==> config.mk <==
export PLATFORM = sky130hd
export DESIGN_NAME = pwm_compare_buffer_transfer
export DESIGN_NICKNAME = d
export VERILOG_FILES = /design/src/pwm_cmp_pkg.sv /design/src/pwm_compare_buffer_transfer.sv
export SDC_FILE = /design/constraint.sdc
export NUM_CORES = 1
export LEC_CHECK = 0
export BUFFER_PORTS_ARGS = -buffer_cell sky130_fd_sc_hd__buf_4
export CAP_MARGIN = 20
export CORE_ASPECT_RATIO = 0.9
export CORE_UTILIZATION = 50
export CTS_CLUSTER_DIAMETER = 100
export CTS_CLUSTER_SIZE = 25
export DETAILED_ROUTE_END_ITERATION = 7
export GPL_ROUTABILITY_DRIVEN = 1
export GPL_TIMING_DRIVEN = 0
export HOLD_SLACK_MARGIN = 0.02
export PLACE_DENSITY = 0.79
export REMOVE_ABC_BUFFERS = 1
export SYNTH_ARGS = -nofsm -noshare
export SYNTH_HDL_FRONTEND = slang
export SYNTH_SLANG_ARGS = --single-unit
==> constraint.sdc <==
create_clock -name clk_i -period 8.4 [get_ports clk_i]
set_input_delay 0.42 -clock clk_i [delete_from_list [all_inputs] [get_ports clk_i]]
set_output_delay 0.42 -clock clk_i [all_outputs]
set_load 0.05 [all_outputs]
==> src/pwm_cmp_pkg.sv <==
// Package: register map, field layout, reset values and states for the PWM compare block
`default_nettype none
package pwm_cmp_pkg;
    // Word offsets of the registers, byte addresses
    localparam logic [5:0] OFS_CYCLE     = 6'h00;
    localparam logic [5:0] OFS_DUTY_U    = 6'h04;
    localparam logic [5:0] OFS_DUTY_V    = 6'h08;
    localparam logic [5:0] OFS_DUTY_W    = 6'h0C;
    localparam logic [5:0] OFS_CULL_OPT  = 6'h10;
    localparam logic [5:0] OFS_ADC_A     = 6'h14;
    localparam logic [5:0] OFS_ADC_B     = 6'h18;
    localparam logic [5:0] OFS_MODE      = 6'h1C;
    localparam logic [5:0] OFS_STATUS    = 6'h20;
    // Cull option field layout
    localparam int CULL_CNT_LSB = 0;
    localparam int CULL_CNT_MSB = 4;
    localparam int CREST_EN_BIT = 5;
    localparam int VALLEY_EN_BIT = 6;
    // Mode register field layout
    localparam int ANYTIME_BIT  = 0;
    localparam int XFER_CULL_BIT = 1;
    localparam int RUN_BIT      = 2;
    // Reset values
    localparam logic [15:0] CYCLE_RST = 16'hFFFF;
    localparam logic [15:0] DUTY_RST  = 16'h0000;
    localparam logic [15:0] ADC_RST   = 16'h0000;
    localparam logic [6:0]  OPT_RST   = 7'h60;
    localparam logic [2:0]  MODE_RST  = 3'h0;
    // Counter points
    localparam logic [15:0] VALLEY_VAL = 16'h0001;
    localparam logic [15:0] COUNT_ZERO = 16'h0000;
    localparam logic [4:0]  CULL_ZERO  = 5'h00;
    // Count direction, Gray along up -> down
    typedef enum logic [0:0] {DIR_UP = 1'b0, DIR_DOWN = 1'b1} dir_e;
endpackage
`default_nettype wire

==> src/pwm_compare_buffer_transfer.sv <==
// Buffered compare update logic of a triangular three-phase PWM timer
//
// The register addresses and the Wishbone interface to the registers were chosen for this implementation.
`default_nettype none
module pwm_compare_buffer_transfer (
    // Clock and reset
    input  wire logic        clk_i,
    input  wire logic        rst_i,
    // Classic Wishbone slave
    input  wire logic        wb_cyc_i,
    input  wire logic        wb_stb_i,
    input  wire logic        wb_we_i,
    input  wire logic [5:0]  wb_adr_i,
    input  wire logic [3:0]  wb_sel_i,
    input  wire logic [31:0] wb_dat_i,
    output logic      [31:0] wb_dat_o,
    output logic             wb_ack_o,
    // Phase outputs
    output logic      [2:0]  phase_top_out_o,
    output logic      [2:0]  phase_bottom_out_o,
    // Events
    output logic             crest_irq_o,
    output logic             valley_irq_o,
    output logic      [2:0]  duty_match_irq_o,
    output logic      [1:0]  adc_trigger_o,
    output logic             transfer_o
);

    // ------------------------------------------------------------
    // Helpers
    // ------------------------------------------------------------
    function automatic logic [15:0] merge16(input logic [15:0] old_v,
                                            input logic [31:0] wd,
                                            input logic [3:0]  sel);
        logic [15:0] r;
        r = old_v;
        if (sel[0]) r[7:0]  = wd[7:0];
        if (sel[1]) r[15:8] = wd[15:8];
        return r;
    endfunction

    // ------------------------------------------------------------
    // State
    // ------------------------------------------------------------
    logic [15:0] cyc_reg_q, cyc_reg_d, cyc_buf_q, cyc_buf_d;
    logic [15:0] duty_reg_q [3], duty_reg_d [3];
    logic [15:0] duty_buf_q [3], duty_buf_d [3];
    logic [15:0] adc_reg_q [2], adc_reg_d [2];
    logic [15:0] adc_buf_q [2], adc_buf_d [2];
    logic [6:0]  opt_reg_q, opt_reg_d, opt_buf_q, opt_buf_d;
    logic [2:0]  mode_q, mode_d;
    logic        armed_q, armed_d;
    logic [15:0] cnt_q, cnt_d;
    pwm_cmp_pkg::dir_e dir_q, dir_d;
    logic [4:0]  cull_q, cull_d;
    logic [2:0]  matched_q, matched_d;
    logic [2:0]  top_q, top_d, bot_q, bot_d;
    logic [31:0] rdat_q, rdat_d;
    logic        ack_q, ack_d;
    logic        crest_q, crest_d, valley_q, valley_d, xfer_q, xfer_d;
    logic [2:0]  dirq_q, dirq_d;
    logic [1:0]  adcq_q, adcq_d;

    // ------------------------------------------------------------
    // Event decode
    // ------------------------------------------------------------
    logic wr, rd_req, anytime, xfer_cull, running;
    logic crest_pt, valley_pt, issue, cull_done;
    logic crest_iss, valley_iss, xfer_now;
    logic [2:0] duty_hit;
    logic [1:0] adc_hit;

    // Bus strobes and mode bits; ack gap keeps one access per request
    assign wr       = wb_cyc_i & wb_stb_i & wb_we_i & ~ack_q;
    assign rd_req   = wb_cyc_i & wb_stb_i & ~ack_q;
    assign anytime  = mode_q[pwm_cmp_pkg::ANYTIME_BIT];
    assign xfer_cull = mode_q[pwm_cmp_pkg::XFER_CULL_BIT];
    assign running  = mode_q[pwm_cmp_pkg::RUN_BIT];
    // Cycle match only counted while counting up
    assign crest_pt  = running & (dir_q == pwm_cmp_pkg::DIR_UP)
                       & (cnt_q == cyc_buf_q);
    assign valley_pt = running & (dir_q == pwm_cmp_pkg::DIR_DOWN)
                       & (cnt_q == pwm_cmp_pkg::VALLEY_VAL);
    // Culling: mask cull-count occurrences, issue the next
    assign cull_done = (cull_q == opt_buf_q[pwm_cmp_pkg::CULL_CNT_MSB:
                                            pwm_cmp_pkg::CULL_CNT_LSB]);
    assign crest_iss  = crest_pt & opt_buf_q[pwm_cmp_pkg::CREST_EN_BIT]
                        & cull_done;
    assign valley_iss = valley_pt & opt_buf_q[pwm_cmp_pkg::VALLEY_EN_BIT]
                        & cull_done;
    assign issue = crest_iss | valley_iss;
    // Transfer moment depends on mode
    assign xfer_now = ~anytime & armed_q &
                      (xfer_cull ? issue
                                 : (crest_pt | valley_pt));

    // ------------------------------------------------------------
    // Register file and buffer next state
    // ------------------------------------------------------------
    always_comb begin
        cyc_reg_d = cyc_reg_q;
        opt_reg_d = opt_reg_q;
        mode_d    = mode_q;
        armed_d   = armed_q;
        cyc_buf_d = cyc_buf_q;
        opt_buf_d = opt_buf_q;
        for (int i = 0; i < 3; i++) begin
            duty_reg_d[i] = duty_reg_q[i];
            duty_buf_d[i] = duty_buf_q[i];
        end
        for (int i = 0; i < 2; i++) begin
            adc_reg_d[i] = adc_reg_q[i];
            adc_buf_d[i] = adc_buf_q[i];
        end
        if (wr) begin
            if (wb_adr_i == pwm_cmp_pkg::OFS_CYCLE) begin
                cyc_reg_d = merge16(cyc_reg_q, wb_dat_i, wb_sel_i);
            end else if (wb_adr_i == pwm_cmp_pkg::OFS_DUTY_U) begin
                duty_reg_d[0] = merge16(duty_reg_q[0], wb_dat_i, wb_sel_i);
                armed_d = 1'b1;
            end else if (wb_adr_i == pwm_cmp_pkg::OFS_DUTY_V) begin
                duty_reg_d[1] = merge16(duty_reg_q[1], wb_dat_i, wb_sel_i);
            end else if (wb_adr_i == pwm_cmp_pkg::OFS_DUTY_W) begin
                duty_reg_d[2] = merge16(duty_reg_q[2], wb_dat_i, wb_sel_i);
            end else if (wb_adr_i == pwm_cmp_pkg::OFS_CULL_OPT) begin
                if (wb_sel_i[0]) opt_reg_d = wb_dat_i[6:0];
            end else if (wb_adr_i == pwm_cmp_pkg::OFS_ADC_A) begin
                adc_reg_d[0] = merge16(adc_reg_q[0], wb_dat_i, wb_sel_i);
            end else if (wb_adr_i == pwm_cmp_pkg::OFS_ADC_B) begin
                adc_reg_d[1] = merge16(adc_reg_q[1], wb_dat_i, wb_sel_i);
            end else if (wb_adr_i == pwm_cmp_pkg::OFS_MODE) begin
                if (wb_sel_i[0]) mode_d = wb_dat_i[2:0];
            end
        end
        if (anytime) begin
            // Each buffer follows its register at once
            cyc_buf_d = cyc_reg_d;
            opt_buf_d = opt_reg_d;
            for (int i = 0; i < 3; i++) duty_buf_d[i] = duty_reg_d[i];
            for (int i = 0; i < 2; i++) adc_buf_d[i] = adc_reg_d[i];
            armed_d = 1'b0;
        end else if (xfer_now) begin
            // Whole set moves at once, ADC compares included
            cyc_buf_d = cyc_reg_q;
            opt_buf_d = opt_reg_q;
            for (int i = 0; i < 3; i++) duty_buf_d[i] = duty_reg_q[i];
            for (int i = 0; i < 2; i++) adc_buf_d[i] = adc_reg_q[i];
            // A duty U write in the transfer cycle arms again: set wins
            armed_d = wr && (wb_adr_i == pwm_cmp_pkg::OFS_DUTY_U);
        end
    end

    always_ff @(posedge clk_i) begin
        if (rst_i) begin
            cyc_reg_q <= pwm_cmp_pkg::CYCLE_RST;
            cyc_buf_q <= pwm_cmp_pkg::CYCLE_RST;
            opt_reg_q <= pwm_cmp_pkg::OPT_RST;
            opt_buf_q <= pwm_cmp_pkg::OPT_RST;
            mode_q    <= pwm_cmp_pkg::MODE_RST;
            armed_q   <= 1'b0;
            for (int i = 0; i < 3; i++) begin
                duty_reg_q[i] <= pwm_cmp_pkg::DUTY_RST;
                duty_buf_q[i] <= pwm_cmp_pkg::DUTY_RST;
            end
            for (int i = 0; i < 2; i++) begin
                adc_reg_q[i] <= pwm_cmp_pkg::ADC_RST;
                adc_buf_q[i] <= pwm_cmp_pkg::ADC_RST;
            end
        end else begin
            cyc_reg_q <= cyc_reg_d;
            cyc_buf_q <= cyc_buf_d;
            opt_reg_q <= opt_reg_d;
            opt_buf_q <= opt_buf_d;
            mode_q    <= mode_d;
            armed_q   <= armed_d;
            duty_reg_q <= duty_reg_d;
            duty_buf_q <= duty_buf_d;
            adc_reg_q <= adc_reg_d;
            adc_buf_q <= adc_buf_d;
        end
    end

    // ------------------------------------------------------------
    // Counter, culling, match and outputs
    // ------------------------------------------------------------
    always_comb begin
        cnt_d     = cnt_q;
        dir_d     = dir_q;
        cull_d    = cull_q;
        matched_d = matched_q;
        top_d     = top_q;
        crest_d   = crest_iss;
        valley_d  = valley_iss;
        xfer_d    = xfer_now | (anytime & wr);
        duty_hit  = 3'h0;
        adc_hit   = 2'h0;
        for (int i = 0; i < 3; i++) begin
            duty_hit[i] = running & (cnt_q == duty_buf_q[i]);
        end
        for (int i = 0; i < 2; i++) begin
            adc_hit[i] = running & (cnt_q == adc_buf_q[i]);
        end
        dirq_d = duty_hit;
        adcq_d = adc_hit;
        if (running) begin
            // Wraps past FFFF when cycle was set below count
            if (crest_pt) begin
                dir_d = pwm_cmp_pkg::DIR_DOWN;
                cnt_d = cnt_q - 16'h0001;
            end else if (valley_pt) begin
                dir_d = pwm_cmp_pkg::DIR_UP;
                cnt_d = cnt_q - 16'h0001;
            end else if (dir_q == pwm_cmp_pkg::DIR_UP) begin
                cnt_d = cnt_q + 16'h0001;
            end else begin
                cnt_d = cnt_q - 16'h0001;
            end
            if (crest_pt | valley_pt) begin
                matched_d = 3'h0;
                cull_d = cull_done ? pwm_cmp_pkg::CULL_ZERO
                                   : cull_q + 5'h01;
            end
            // Forced edges first, a genuine match overrides them
            for (int i = 0; i < 3; i++) begin
                if (crest_iss) top_d[i] = 1'b1;
                if (valley_iss) top_d[i] = 1'b0;
                if (duty_hit[i] & ~matched_q[i]) begin
                    // Live buffer compare: fresh value acts now; a
                    // match at a turning point counts for the new slope
                    top_d[i] = (dir_d == pwm_cmp_pkg::DIR_UP);
                    matched_d[i] = ~(crest_pt | valley_pt);
                end
            end
        end
        if (wr && wb_adr_i == pwm_cmp_pkg::OFS_CULL_OPT) begin
            cull_d = pwm_cmp_pkg::CULL_ZERO;
        end
        // Bottom leg registered too, so both legs switch on one edge
        bot_d = ~top_d;
    end

    always_ff @(posedge clk_i) begin
        if (rst_i) begin
            cnt_q     <= pwm_cmp_pkg::COUNT_ZERO;
            dir_q     <= pwm_cmp_pkg::DIR_UP;
            cull_q    <= pwm_cmp_pkg::CULL_ZERO;
            matched_q <= 3'h0;
            top_q     <= 3'h0;
            bot_q     <= 3'h7;
            crest_q   <= 1'b0;
            valley_q  <= 1'b0;
            xfer_q    <= 1'b0;
            dirq_q    <= 3'h0;
            adcq_q    <= 2'h0;
        end else begin
            cnt_q     <= cnt_d;
            dir_q     <= dir_d;
            cull_q    <= cull_d;
            matched_q <= matched_d;
            top_q     <= top_d;
            bot_q     <= bot_d;
            crest_q   <= crest_d;
            valley_q  <= valley_d;
            xfer_q    <= xfer_d;
            dirq_q    <= dirq_d;
            adcq_q    <= adcq_d;
        end
    end

    // ------------------------------------------------------------
    // Wishbone read and ack, registered: one wait state
    // ------------------------------------------------------------
    always_comb begin
        ack_d  = rd_req;
        rdat_d = 32'h0000_0000;
        if (rd_req & ~wb_we_i) begin
            if (wb_adr_i == pwm_cmp_pkg::OFS_CYCLE) begin
                rdat_d = {16'h0000, cyc_reg_q};
            end else if (wb_adr_i == pwm_cmp_pkg::OFS_DUTY_U) begin
                rdat_d = {16'h0000, duty_reg_q[0]};
            end else if (wb_adr_i == pwm_cmp_pkg::OFS_DUTY_V) begin
                rdat_d = {16'h0000, duty_reg_q[1]};
            end else if (wb_adr_i == pwm_cmp_pkg::OFS_DUTY_W) begin
                rdat_d = {16'h0000, duty_reg_q[2]};
            end else if (wb_adr_i == pwm_cmp_pkg::OFS_CULL_OPT) begin
                rdat_d = {25'h0000000, opt_reg_q};
            end else if (wb_adr_i == pwm_cmp_pkg::OFS_ADC_A) begin
                rdat_d = {16'h0000, adc_reg_q[0]};
            end else if (wb_adr_i == pwm_cmp_pkg::OFS_ADC_B) begin
                rdat_d = {16'h0000, adc_reg_q[1]};
            end else if (wb_adr_i == pwm_cmp_pkg::OFS_MODE) begin
                rdat_d = {29'h00000000, mode_q};
            end else if (wb_adr_i == pwm_cmp_pkg::OFS_STATUS) begin
                rdat_d = {cnt_q, 9'h000, cull_q, dir_q, armed_q};
            end
        end
    end

    always_ff @(posedge clk_i) begin
        if (rst_i) begin
            ack_q  <= 1'b0;
            rdat_q <= 32'h0000_0000;
        end else begin
            ack_q  <= ack_d;
            rdat_q <= rdat_d;
        end
    end

    // Outputs straight from flip-flops
    assign wb_ack_o           = ack_q;
    assign wb_dat_o           = rdat_q;
    assign phase_top_out_o    = top_q;
    assign phase_bottom_out_o = bot_q;
    assign crest_irq_o        = crest_q;
    assign valley_irq_o       = valley_q;
    assign duty_match_irq_o   = dirq_q;
    assign adc_trigger_o      = adcq_q;
    assign transfer_o         = xfer_q;
endmodule
`default_nettype wire

* Word level (Yosys, flattened, before mapping)
Index checks and enable logic that the tools add are counted.
** Word-level totals
- Latch bits :: 0
- Memory bits (writable) :: 0
- ROM bits :: 0
- Logic and storage cells :: 197
- Input port bits :: 47
- Memories kept :: 0
- Bits in registers :: 282
- Output and inout port bits :: 47
** Operators by class
- Mux-type cells :: 80
- Equality and inequality tests :: 17
- Bitwise operators :: 46
- Order comparisons :: 0
- Shift operators :: 0
- Reduce and logical (&&, ||, !) cells :: 19
- $add $sub $neg :: 3
- $mul :: 0
- Divide/modulo/power cells :: 0
** Operators by type and width (count)
- 2-to-1 mux 16 bit :: 22
- 2-to-1 mux 32 bit :: 9
- 2-to-1 mux 48 bit :: 4
- equality test 16 bit :: 6
- 2-to-1 mux 8 bit :: 12
- 2-to-1 mux 7 bit :: 10
- AND 1 bit :: 24
- equality test 6 x 5 -> 1 bit (second input constant) :: 4
- 2-to-1 mux 1 bit :: 20
- inverter 1 bit :: 18
- adder 16 x 1 -> 16 bit (second input constant) :: 1
- equality test 16 x 1 -> 1 bit (second input constant) :: 1
- subtractor 16 x 1 -> 16 bit (second input constant) :: 1
- equality test 6 x 4 -> 1 bit (second input constant) :: 2
- nonzero test 2 bit :: 6
- OR reduction 11 bit :: 1
- AND reduction 10 bit :: 1
- AND reduction 2 bit :: 4
- equality test 6 x 3 -> 1 bit (second input constant) :: 1
- equality test 6 bit (second input constant) :: 1
- zero test 6 bit :: 1
- 2-to-1 mux 3 bit :: 2
- OR reduction 2 bit :: 3
- adder 5 x 1 -> 5 bit (second input constant) :: 1
- other kinds (7) :: 10

* Logic depth before layout (Yosys ltp)
Gate-level depths: netlist (run 1).
- Depth after elaboration :: 10
- Depth in mapped cells :: 12
- Mapped depth without buffers :: 9

* Worst setup path before layout (run 1)
No wires, ideal clock.
- Kind :: register to register
- Start :: register cnt_q[1]
- End :: register duty_buf_q[27] (netlist name)
- Buffers on the path :: 3
- Required time :: 8326 ps
- Arrival time :: 2668 ps
- Period minus slack after synthesis :: 2743 ps
- Path slack :: 5657 ps
- Cell stages (with the launch flop) :: 13
- Setup time :: 74 ps
- Path through :: dfxtp_1 -> buf_1 -> inv_1 -> ha_1 -> and4b_1 -> and4_1 -> a21oi_1 -> a21boi_1 -> o31a_1 -> buf_2 -> clkbuf_1 -> nand2_1 -> a31oi_1
** On the way
- Longest elaborated chain between the ends :: 8
- Elaborated cells between the ends (all ways) :: 13
- Those cells by class :: 2 x eq/ne; 1 x mux; 9 x bitwise; 1 x reduce/logical
** RTL lines
- start: declaration :: line pwm_compare_buffer_transfer.sv:53 : logic [15:0] cnt_q, cnt_d;
- start signal: assignment :: line pwm_compare_buffer_transfer.sv:244 : cnt_q <= pwm_cmp_pkg::COUNT_ZERO;
- start signal: assignment :: line pwm_compare_buffer_transfer.sv:256 : cnt_q <= cnt_d;
- equality test 16 bit or equality test 16 x 1 -> 1 bit (tied branches) :: line pwm_compare_buffer_transfer.sv:81, pwm_compare_buffer_transfer.sv:83
- AND 1 bit, on equally long branches :: line pwm_compare_buffer_transfer.sv:81, pwm_compare_buffer_transfer.sv:83
- AND 1 bit, on equally long branches :: line pwm_compare_buffer_transfer.sv:87, pwm_compare_buffer_transfer.sv:89
- AND 1 bit, on equally long branches :: line pwm_compare_buffer_transfer.sv:88, pwm_compare_buffer_transfer.sv:90
- OR 1 bit :: line pwm_compare_buffer_transfer.sv:91 : assign issue = crest_iss | valley_iss;
- 2-to-1 mux 1 bit (*) :: line pwm_compare_buffer_transfer.sv:94 : (xfer_cull ? issue
- AND 1 bit (*) :: line pwm_compare_buffer_transfer.sv:93 : assign xfer_now = ~anytime & armed_q &
- nonzero test 2 bit (no source line) (*)
- end signal: indexed assignment :: line pwm_compare_buffer_transfer.sv:163 : duty_buf_q[i] <= pwm_cmp_pkg::DUTY_RST;
- end signal: assignment :: line pwm_compare_buffer_transfer.sv:177 : duty_buf_q <= duty_buf_d;
- end: declaration :: line pwm_compare_buffer_transfer.sv:47 : logic [15:0] duty_buf_q [3], duty_buf_d [3];
Mark *: on every way between the ends. The rest lies on a longest branch, timed or not.
A chain may end at the register's enable or synchronous reset.

* Worst setup path in the final report (run 1)
- Start :: register cnt_q[1]
- End :: register duty_buf_q[31] (netlist name)
Same word-level chain as after synthesis.

==> results of run 1 <==
[metal layers]
metal  global-route usage [%]  share of wire (%)  vias to the layer above
li1                         -                  -                     5113
met1                     37.3                 41                     5353
met2                     45.2                 46                      585
met3                     4.76                9.6                       90
met4                     10.5                3.5                        0
met5                        0                  0                        -
[registers in the layout, summed over array words and instances, names as in the netlist]
signal              cells
dir_q                   1
adc_buf_q              32
matched_q               3
phase_top_out_o         3
adc_reg_q              32
wb_ack_o                1
transfer_o              1
armed_q                 1
valley_irq_o            1
mode_q                  3
duty_match_irq_o        3
opt_buf_q               7
adc_trigger_o           2
duty_buf_q             48
opt_reg_q               7
cnt_q                  16
phase_bottom_out_o      3
cyc_buf_q              16
cyc_reg_q              16
duty_reg_q             48
crest_irq_o             1
wb_dat_o               32
cull_q                  5
[worst max-delay path, cell delays in order, from the launching register on]
cell      delay (ns)
dfxtp_1         0.76
inv_1           0.20
ha_1            0.25
and4b_1         0.21
and4_1          0.22
a21oi_1         0.15
a21boi_1        0.45
o31a_2          0.68
buf_12          0.29
buf_12          0.23
nand2_1         0.09
a31oi_1         0.18
[area by class of cell]
type                    count  area [µm²]  area share [%]
multi-input cells        1060        6770            47.9
flip-flops and latches    282        5650            40.0
repair buffers             92         828            5.86
well taps                 342         428            3.03
clock buffers              15         375            2.66
inverters                  14        52.6           0.372
clock inverters             2        28.8           0.204
[logic make-up after synthesis]
family	Yosys count
and+or+nand+nor	601
DFF	282
AOI/OAI and AO/OA	231
buffers and inverters	123
xor gates and xnor gates	112
muxes	112
adders and majority gates	4
[through the flow]
step                      cells  instance area [µm²]  power (mW)
after global placement     1773                13400        1.44
final                      1807                14100        2.19
after global routing       1807                14100        2.26
after CTS                  1806                14100        2.19
after floorplan            1356                12500        1.39
after detailed placement   1789                13700        1.45
[final timing paths]
| path | start | end | slack, ns | cells past startpoint |
|---|---|---|---|---|
| min | wb_stb_i | wb_ack_o | 0.18 | 3 |
| min reg2reg | matched_q[1] | matched_q[1] | 0.46 | 2 |
| max | cnt_q[1] | duty_buf_q[31] | 4.60 | 11 |
| max reg2reg | cnt_q[1] | duty_buf_q[31] | 4.60 | 11 |
[power breakdown]
part | total, mW | switching (mW) | leakage [nW] | internal [mW]
clock network | 0.776 | 0.444 | 0.199 | 0.332
registers | 1.34 | 0.000668 | 2.27 | 1.34
logic | 0.0807 | 0.0557 | 3.15 | 0.0250
[synth_stat cells, types with 12 or more instances]
cell type / count / area share (%)
buf_1: 12 / 0.35
buf_2: 16 / 0.62
nand2_1: 129 / 3.7
nand3b_1: 16 / 0.93
a221oi_1: 59 / 4.0
nor2_1: 244 / 7.1
nand4_1: 23 / 1.1
clkbuf_1: 70 / 2.0
mux2i_1: 98 / 7.6
mux2_2: 13 / 1.1
nor3_1: 39 / 1.5
nand3_1: 27 / 1.0
a2bb2oi_1: 20 / 1.4
xnor2_1: 69 / 4.7
nor2b_1: 14 / 0.68
xor2_1: 43 / 2.9
o21ai_0: 17 / 0.66
a221o_1: 12 / 0.93
dfxtp_1: 282 / 44
a31oi_1: 17 / 0.82
inv_1: 14 / 0.41
a222oi_1: 13 / 1.0
nand2b_1: 37 / 1.8
nor4_1: 13 / 0.63
a21oi_1: 47 / 1.8
and2_1: 20 / 0.97
==> run summary, run 1 <==
Max Transition Viols Final: 0
Setup CP Type: reg2reg
Ys Warns: 0
die area: 26600 µm²
pre-CTS setup slack: 4.76 ns
Via density: 6.17
fillers: 2327
n_diodes: 0
CTS tree: done
Post-Route WL: 37.2 mm
Clock Tree Buf Depth: 3
worst setup margin: 4.60 ns
clk_lat worst skew: 0.51 ns
CP Data Required Time: 8.83 ns
GR Util All Layers: 28.0%
first-pass GRT wire length: 57.8 mm
Post-CTS Setup Inserts: 0
Pre-antenna DRT Iters: 6
largest net degree at the start of global routing: 160
antenna violations before repair: 0
CP Launch Type: register
DR iter-0 viols: 1420
Compound-Gate Fraction of Synth Area: 13.4%
H-tree depth: 1
Core Region: 25300 µm²
commonest cells after routing, fill and taps aside: 281 x dfxtp_1, 244 x nor2_1, 129 x nand2_1
CP endpoint kind: register
Site Rows: 55
Rel. slew slack: 22.9%
worst vdd ir: 0.110 mV
Die Y: 155 µm
TritonCTS buffer count: 15
asr flop ratio synth: 0%
CTS Hold Buffers Added: 0
Worst Skew: 0.0213 ns
final setup TNS: 0 ns
Synth Area in XOR/XNOR: 7.57%
sequential share of the synthesized area: 43.6%
worst hold slack: 0.175 ns
vias in the first global route: 10600
Area growth, synth to finish: 9.05%
Leak Pwr: 5.62 nW
post-DP HPWL: 25.6 mm
Slew @ Worst Pin: 1.16 ns
status: finished clean
Syn Area/Cell: 8.85 µm²
Clock Pin Slew Worst Setup and Hold Paths: 0.09 ns
min-delay worst type: in2reg
GR Overflow Total: 0
Final setup viols: 0
Gate Count Post-Synth: 1465
post-layout util: 55.8%
commonest non-fill, non-tap cell in the layout: dfxtp_1
simple-gate share of the synthesized area: 21.9%
Routed Antenna Nets: 0
final net count: 1516
CP Max Fanout: 33
# resized after CTS: 0
Post-Syn Area: 13000 µm²
area share of fa/ha/maj cells after synthesis: 0.386%
largest family of logic cells by synthesized area: simple AND/OR/NAND/NOR gates
Final GP Congestion: 0.906
number of port buffers: 75
share of cells above drive strength 1: 10.3%
DIE WIDTH: 172 µm
drt drc: 0
Initial Util: 51.2%
Vias: 11100
Post-synth EDFFs: 0
Sink Count: 282
drt wl/cell: 20.6 µm
Tcrit/Tclk final: 45.2%
io pins: 94
FF+latch count, synth: 282
Cell variety after synth: 60
max_cap viols: 0
crit path DAT: 4.22 ns
PwrDens: 155 nW/µm²
post-layout minimum cycle time: 3.80 ns
Hold Violations, Final: 0
Max Freq: 263 MHz
Root Driver: clkbuf_16
Post-synth top flop: dfxtp_1
RSZ-0062 raised after global routing: no
mux share of post-synthesis cell area: 8.87%
No activity file was read; power rests on OpenSTA's default activity.
==> run 2, diff against run 1 <==
PLACE_DENSITY = 0.82   (was 0.79)
clock period = 3.31 ns   (was 8.4 ns; I/O delays follow)
==> run 2 against run 1 <==
Clock skew rose by 0.0048 ns. Largest power group unchanged. Non-clock buffer count rose by 18. Highest routed layer is now met5. Clock-buffer cell count did not move. Critical endpoint is now duty_buf_q[13]. Utilization rose by 0.91 points.
==> run summary, run 2 (same netlist as run 1, synthesis figures left out) <==
DR iter-0 viols: 1353 (-4.7%)
Pre-antenna DRT Iters: 5 (-1)
Worst Setup SP: cnt_q[8]
Post-CTS Setup Inserts: 0 (unchanged)
total power draw: 5.58 mW (+150%)
post-layout minimum cycle time: 3.22 ns (-0.570 ns)
crit-path cells: xnor2_1, nand3_1, or3_1, o21a_2, nor4_4, buf_6, buf_6, buf_8, a2bb2oi_1, a21oi_1
status: finished clean
Hold Violations, Final: 0 (unchanged)
n_diodes: 0 (unchanged)
Worst Skew: 0.0261 ns (+0.00483 ns)
CP endpoint kind: register
Site Rows: 55 (unchanged)
Finished Cell Area: 14400 µm² (+1.6%)
Final Non-Filler Cells: 1825 (+1.0%)
io pins: 94 (unchanged)
Clock Pin Slew Worst Setup and Hold Paths: 0.09 ns (about the same)
post-layout util: 56.7% (+0.91 points)
Slowest-stage cell, CP: dfxtp_1
crit path DAT: 3.67 ns (-0.55 ns)
CP Launch Type: register
CP Max Fanout: 17 (-48%)
commonest non-fill, non-tap cell in the layout: dfxtp_1
worst flop-to-flop path endpoint: duty_buf_q[13]
flop2flop setup slack: 0.09 ns (-4.52 ns)
drt wl/cell: 20.2 µm (-1.7%)
most frequent CP cell: buf_6
Area growth, synth to finish: 10.8%
max incr delay on CP: 0.86 ns (+0.10 ns)
RSZ-0062 raised after global routing: no
fillers: 2244 (-3.6%)
Tcrit/Tclk final: 97.4% (+52 points)
worst r2r path cells: 10 (-1)
crit path capture: duty_buf_q[13]
Post-Route WL: 36.9 mm (-0.76%)
Max Transition Viols Final: 0 (unchanged)
Storage cell area: 5660 µm² (+0.15%)
critical path depth: 10 (-1)
Final GP Congestion: 0.926 (+2.3%)
final net count: 1534 (+1.2%)
DIE WIDTH: 172 µm (unchanged)
antenna violations before repair: 1 (+1)
pre-CTS setup slack: -0.207 ns (-4.96 ns)
Die Y: 155 µm (unchanged)
Final setup viols: 0 (unchanged)
commonest cells after routing, fill and taps aside: 274 x dfxtp_1, 244 x nor2_1, 129 x nand2_1
dpl cells: 1789 (unchanged)
PwrDens: 389 nW/µm² (+150%)
Leak Pwr: 5.70 nW (+1.5%)
share of cells above drive strength 1: 10.9% (+0.55 points)
family with the most delay on the worst path: simple AND/OR/NAND/NOR gates
die area: 26600 µm² (unchanged)
number of port buffers: 75 (unchanged)
H-tree depth: 1 (unchanged)
Root Driver: clkbuf_16
Max Freq: 310 MHz (+18%)
CP Data Required Time: 3.75 ns (-5.08 ns)
max_cap viols: 0 (unchanged)
dpl cell area: 13700 µm² (unchanged)
Clock Tree Buf Depth: 3 (unchanged)
clk_lat worst skew: 0.51 ns (about the same)
worst setup margin: 0.0851 ns (-4.52 ns)
GR Overflow Total: 0 (unchanged)
drt drc: 0 (unchanged)
Via density: 6.17 (about the same)
top flop regs: duty_buf_q (48), duty_reg_q (48)
post-DP HPWL: 25.3 mm (-1.5%)
CTS tree: done
Slew @ Worst Pin: 1.01 ns (-0.146 ns)
Sink Count: 282 (unchanged)
worst vdd ir: 0.291 mV (+170%)
Core Region: 25300 µm² (unchanged)
first-pass GRT wire length: 58.3 mm (+0.84%)
worst path bufs/invs: 3 (unchanged)
Rel. slew slack: 32.0% (+9.1 points)
Multi-input gate area: 6810 µm² (+0.52%)
GR Util All Layers: 28.0% (about the same)
min-delay worst type: in2reg
largest net degree at the start of global routing: 141 (-12%)
vias in the first global route: 10800 (+2.4%)
Setup CP Type: reg2reg
Critical R2R Launch: cnt_q[8]
Initial Util: 51.2% (unchanged)
Routed Antenna Nets: 0 (unchanged)
TritonCTS buffer count: 15 (unchanged)
Vias: 11300 (+1.0%)
## run 2: cell types whose count changed in the layout (fill, tap and decap cells not counted), moves of 2 or more
cell,previous run,this run
dlygate4sd3_1,0,18
dfxtp_1,281,274
buf_8,3,5
dfxtp_2,1,8
## run 2: cell type report
| class | instances | share of cell area (%) |
|---|---|---|
| Sequential cell | 282 | 39.4 |
| Clock inverter | 2 | 0.200 |
| Clock buffer | 15 | 2.61 |
| Inverter | 14 | 0.366 |
| Tap cell | 342 | 2.98 |
| Multi-Input combinational cell | 1060 | 47.4 |
| Timing Repair Buffer | 110 | 7.07 |
## run 2: repair_timing
item / 4_1_cts / 5_1_grt
hold buffers: 18 / 0
hold endpoints to repair: 80 / 0
cloned: 0 / 0
setup endpoints to repair: 65 / 43
gates resized for setup: 3 / 10
## run 2: worst min-delay path by stage
stage	from	end	depth (start not counted)
2_1_floorplan	rst_i	adc_buf_q[15]	1
3_3_place_gp	matched_q[1]	matched_q[1]	2
3_5_place_dp	matched_q[0]	matched_q[0]	2
4_1_cts	wb_sel_i[1]	duty_reg_q[47]	4
5_1_grt	wb_sel_i[1]	duty_reg_q[47]	4
6_report	rst_i	cnt_q[1]	2
## run 2: per-layer routing
metal,track usage [%],share of wire [%],routed length [µm],vias up
met5,0,0.033,12,-
met4,13.5,4.8,1760,2
met3,5.55,9.2,3400,129
met2,44.0,45,16700,571
met1,36.7,41,15000,5398
li1,-,-,-,5154
## run 2: power breakdown
part | total [mW] | internal (mW) | switching [mW]
clock network | 1.97 | 0.841 | 1.12
registers | 3.39 | 3.39 | 0.00169
logic | 0.222 | 0.0774 | 0.145
## run 2: per-stage QoR
stage | setup TNS (ns) | hold slack (ns)
floorplan | -84.65 | 0.235
global placement | -331.19 | 0.435
detailed placement | -6.42 | 0.442
CTS | 0 | 0.178
global route | 0 | 0.210
finish | 0 | 0.196
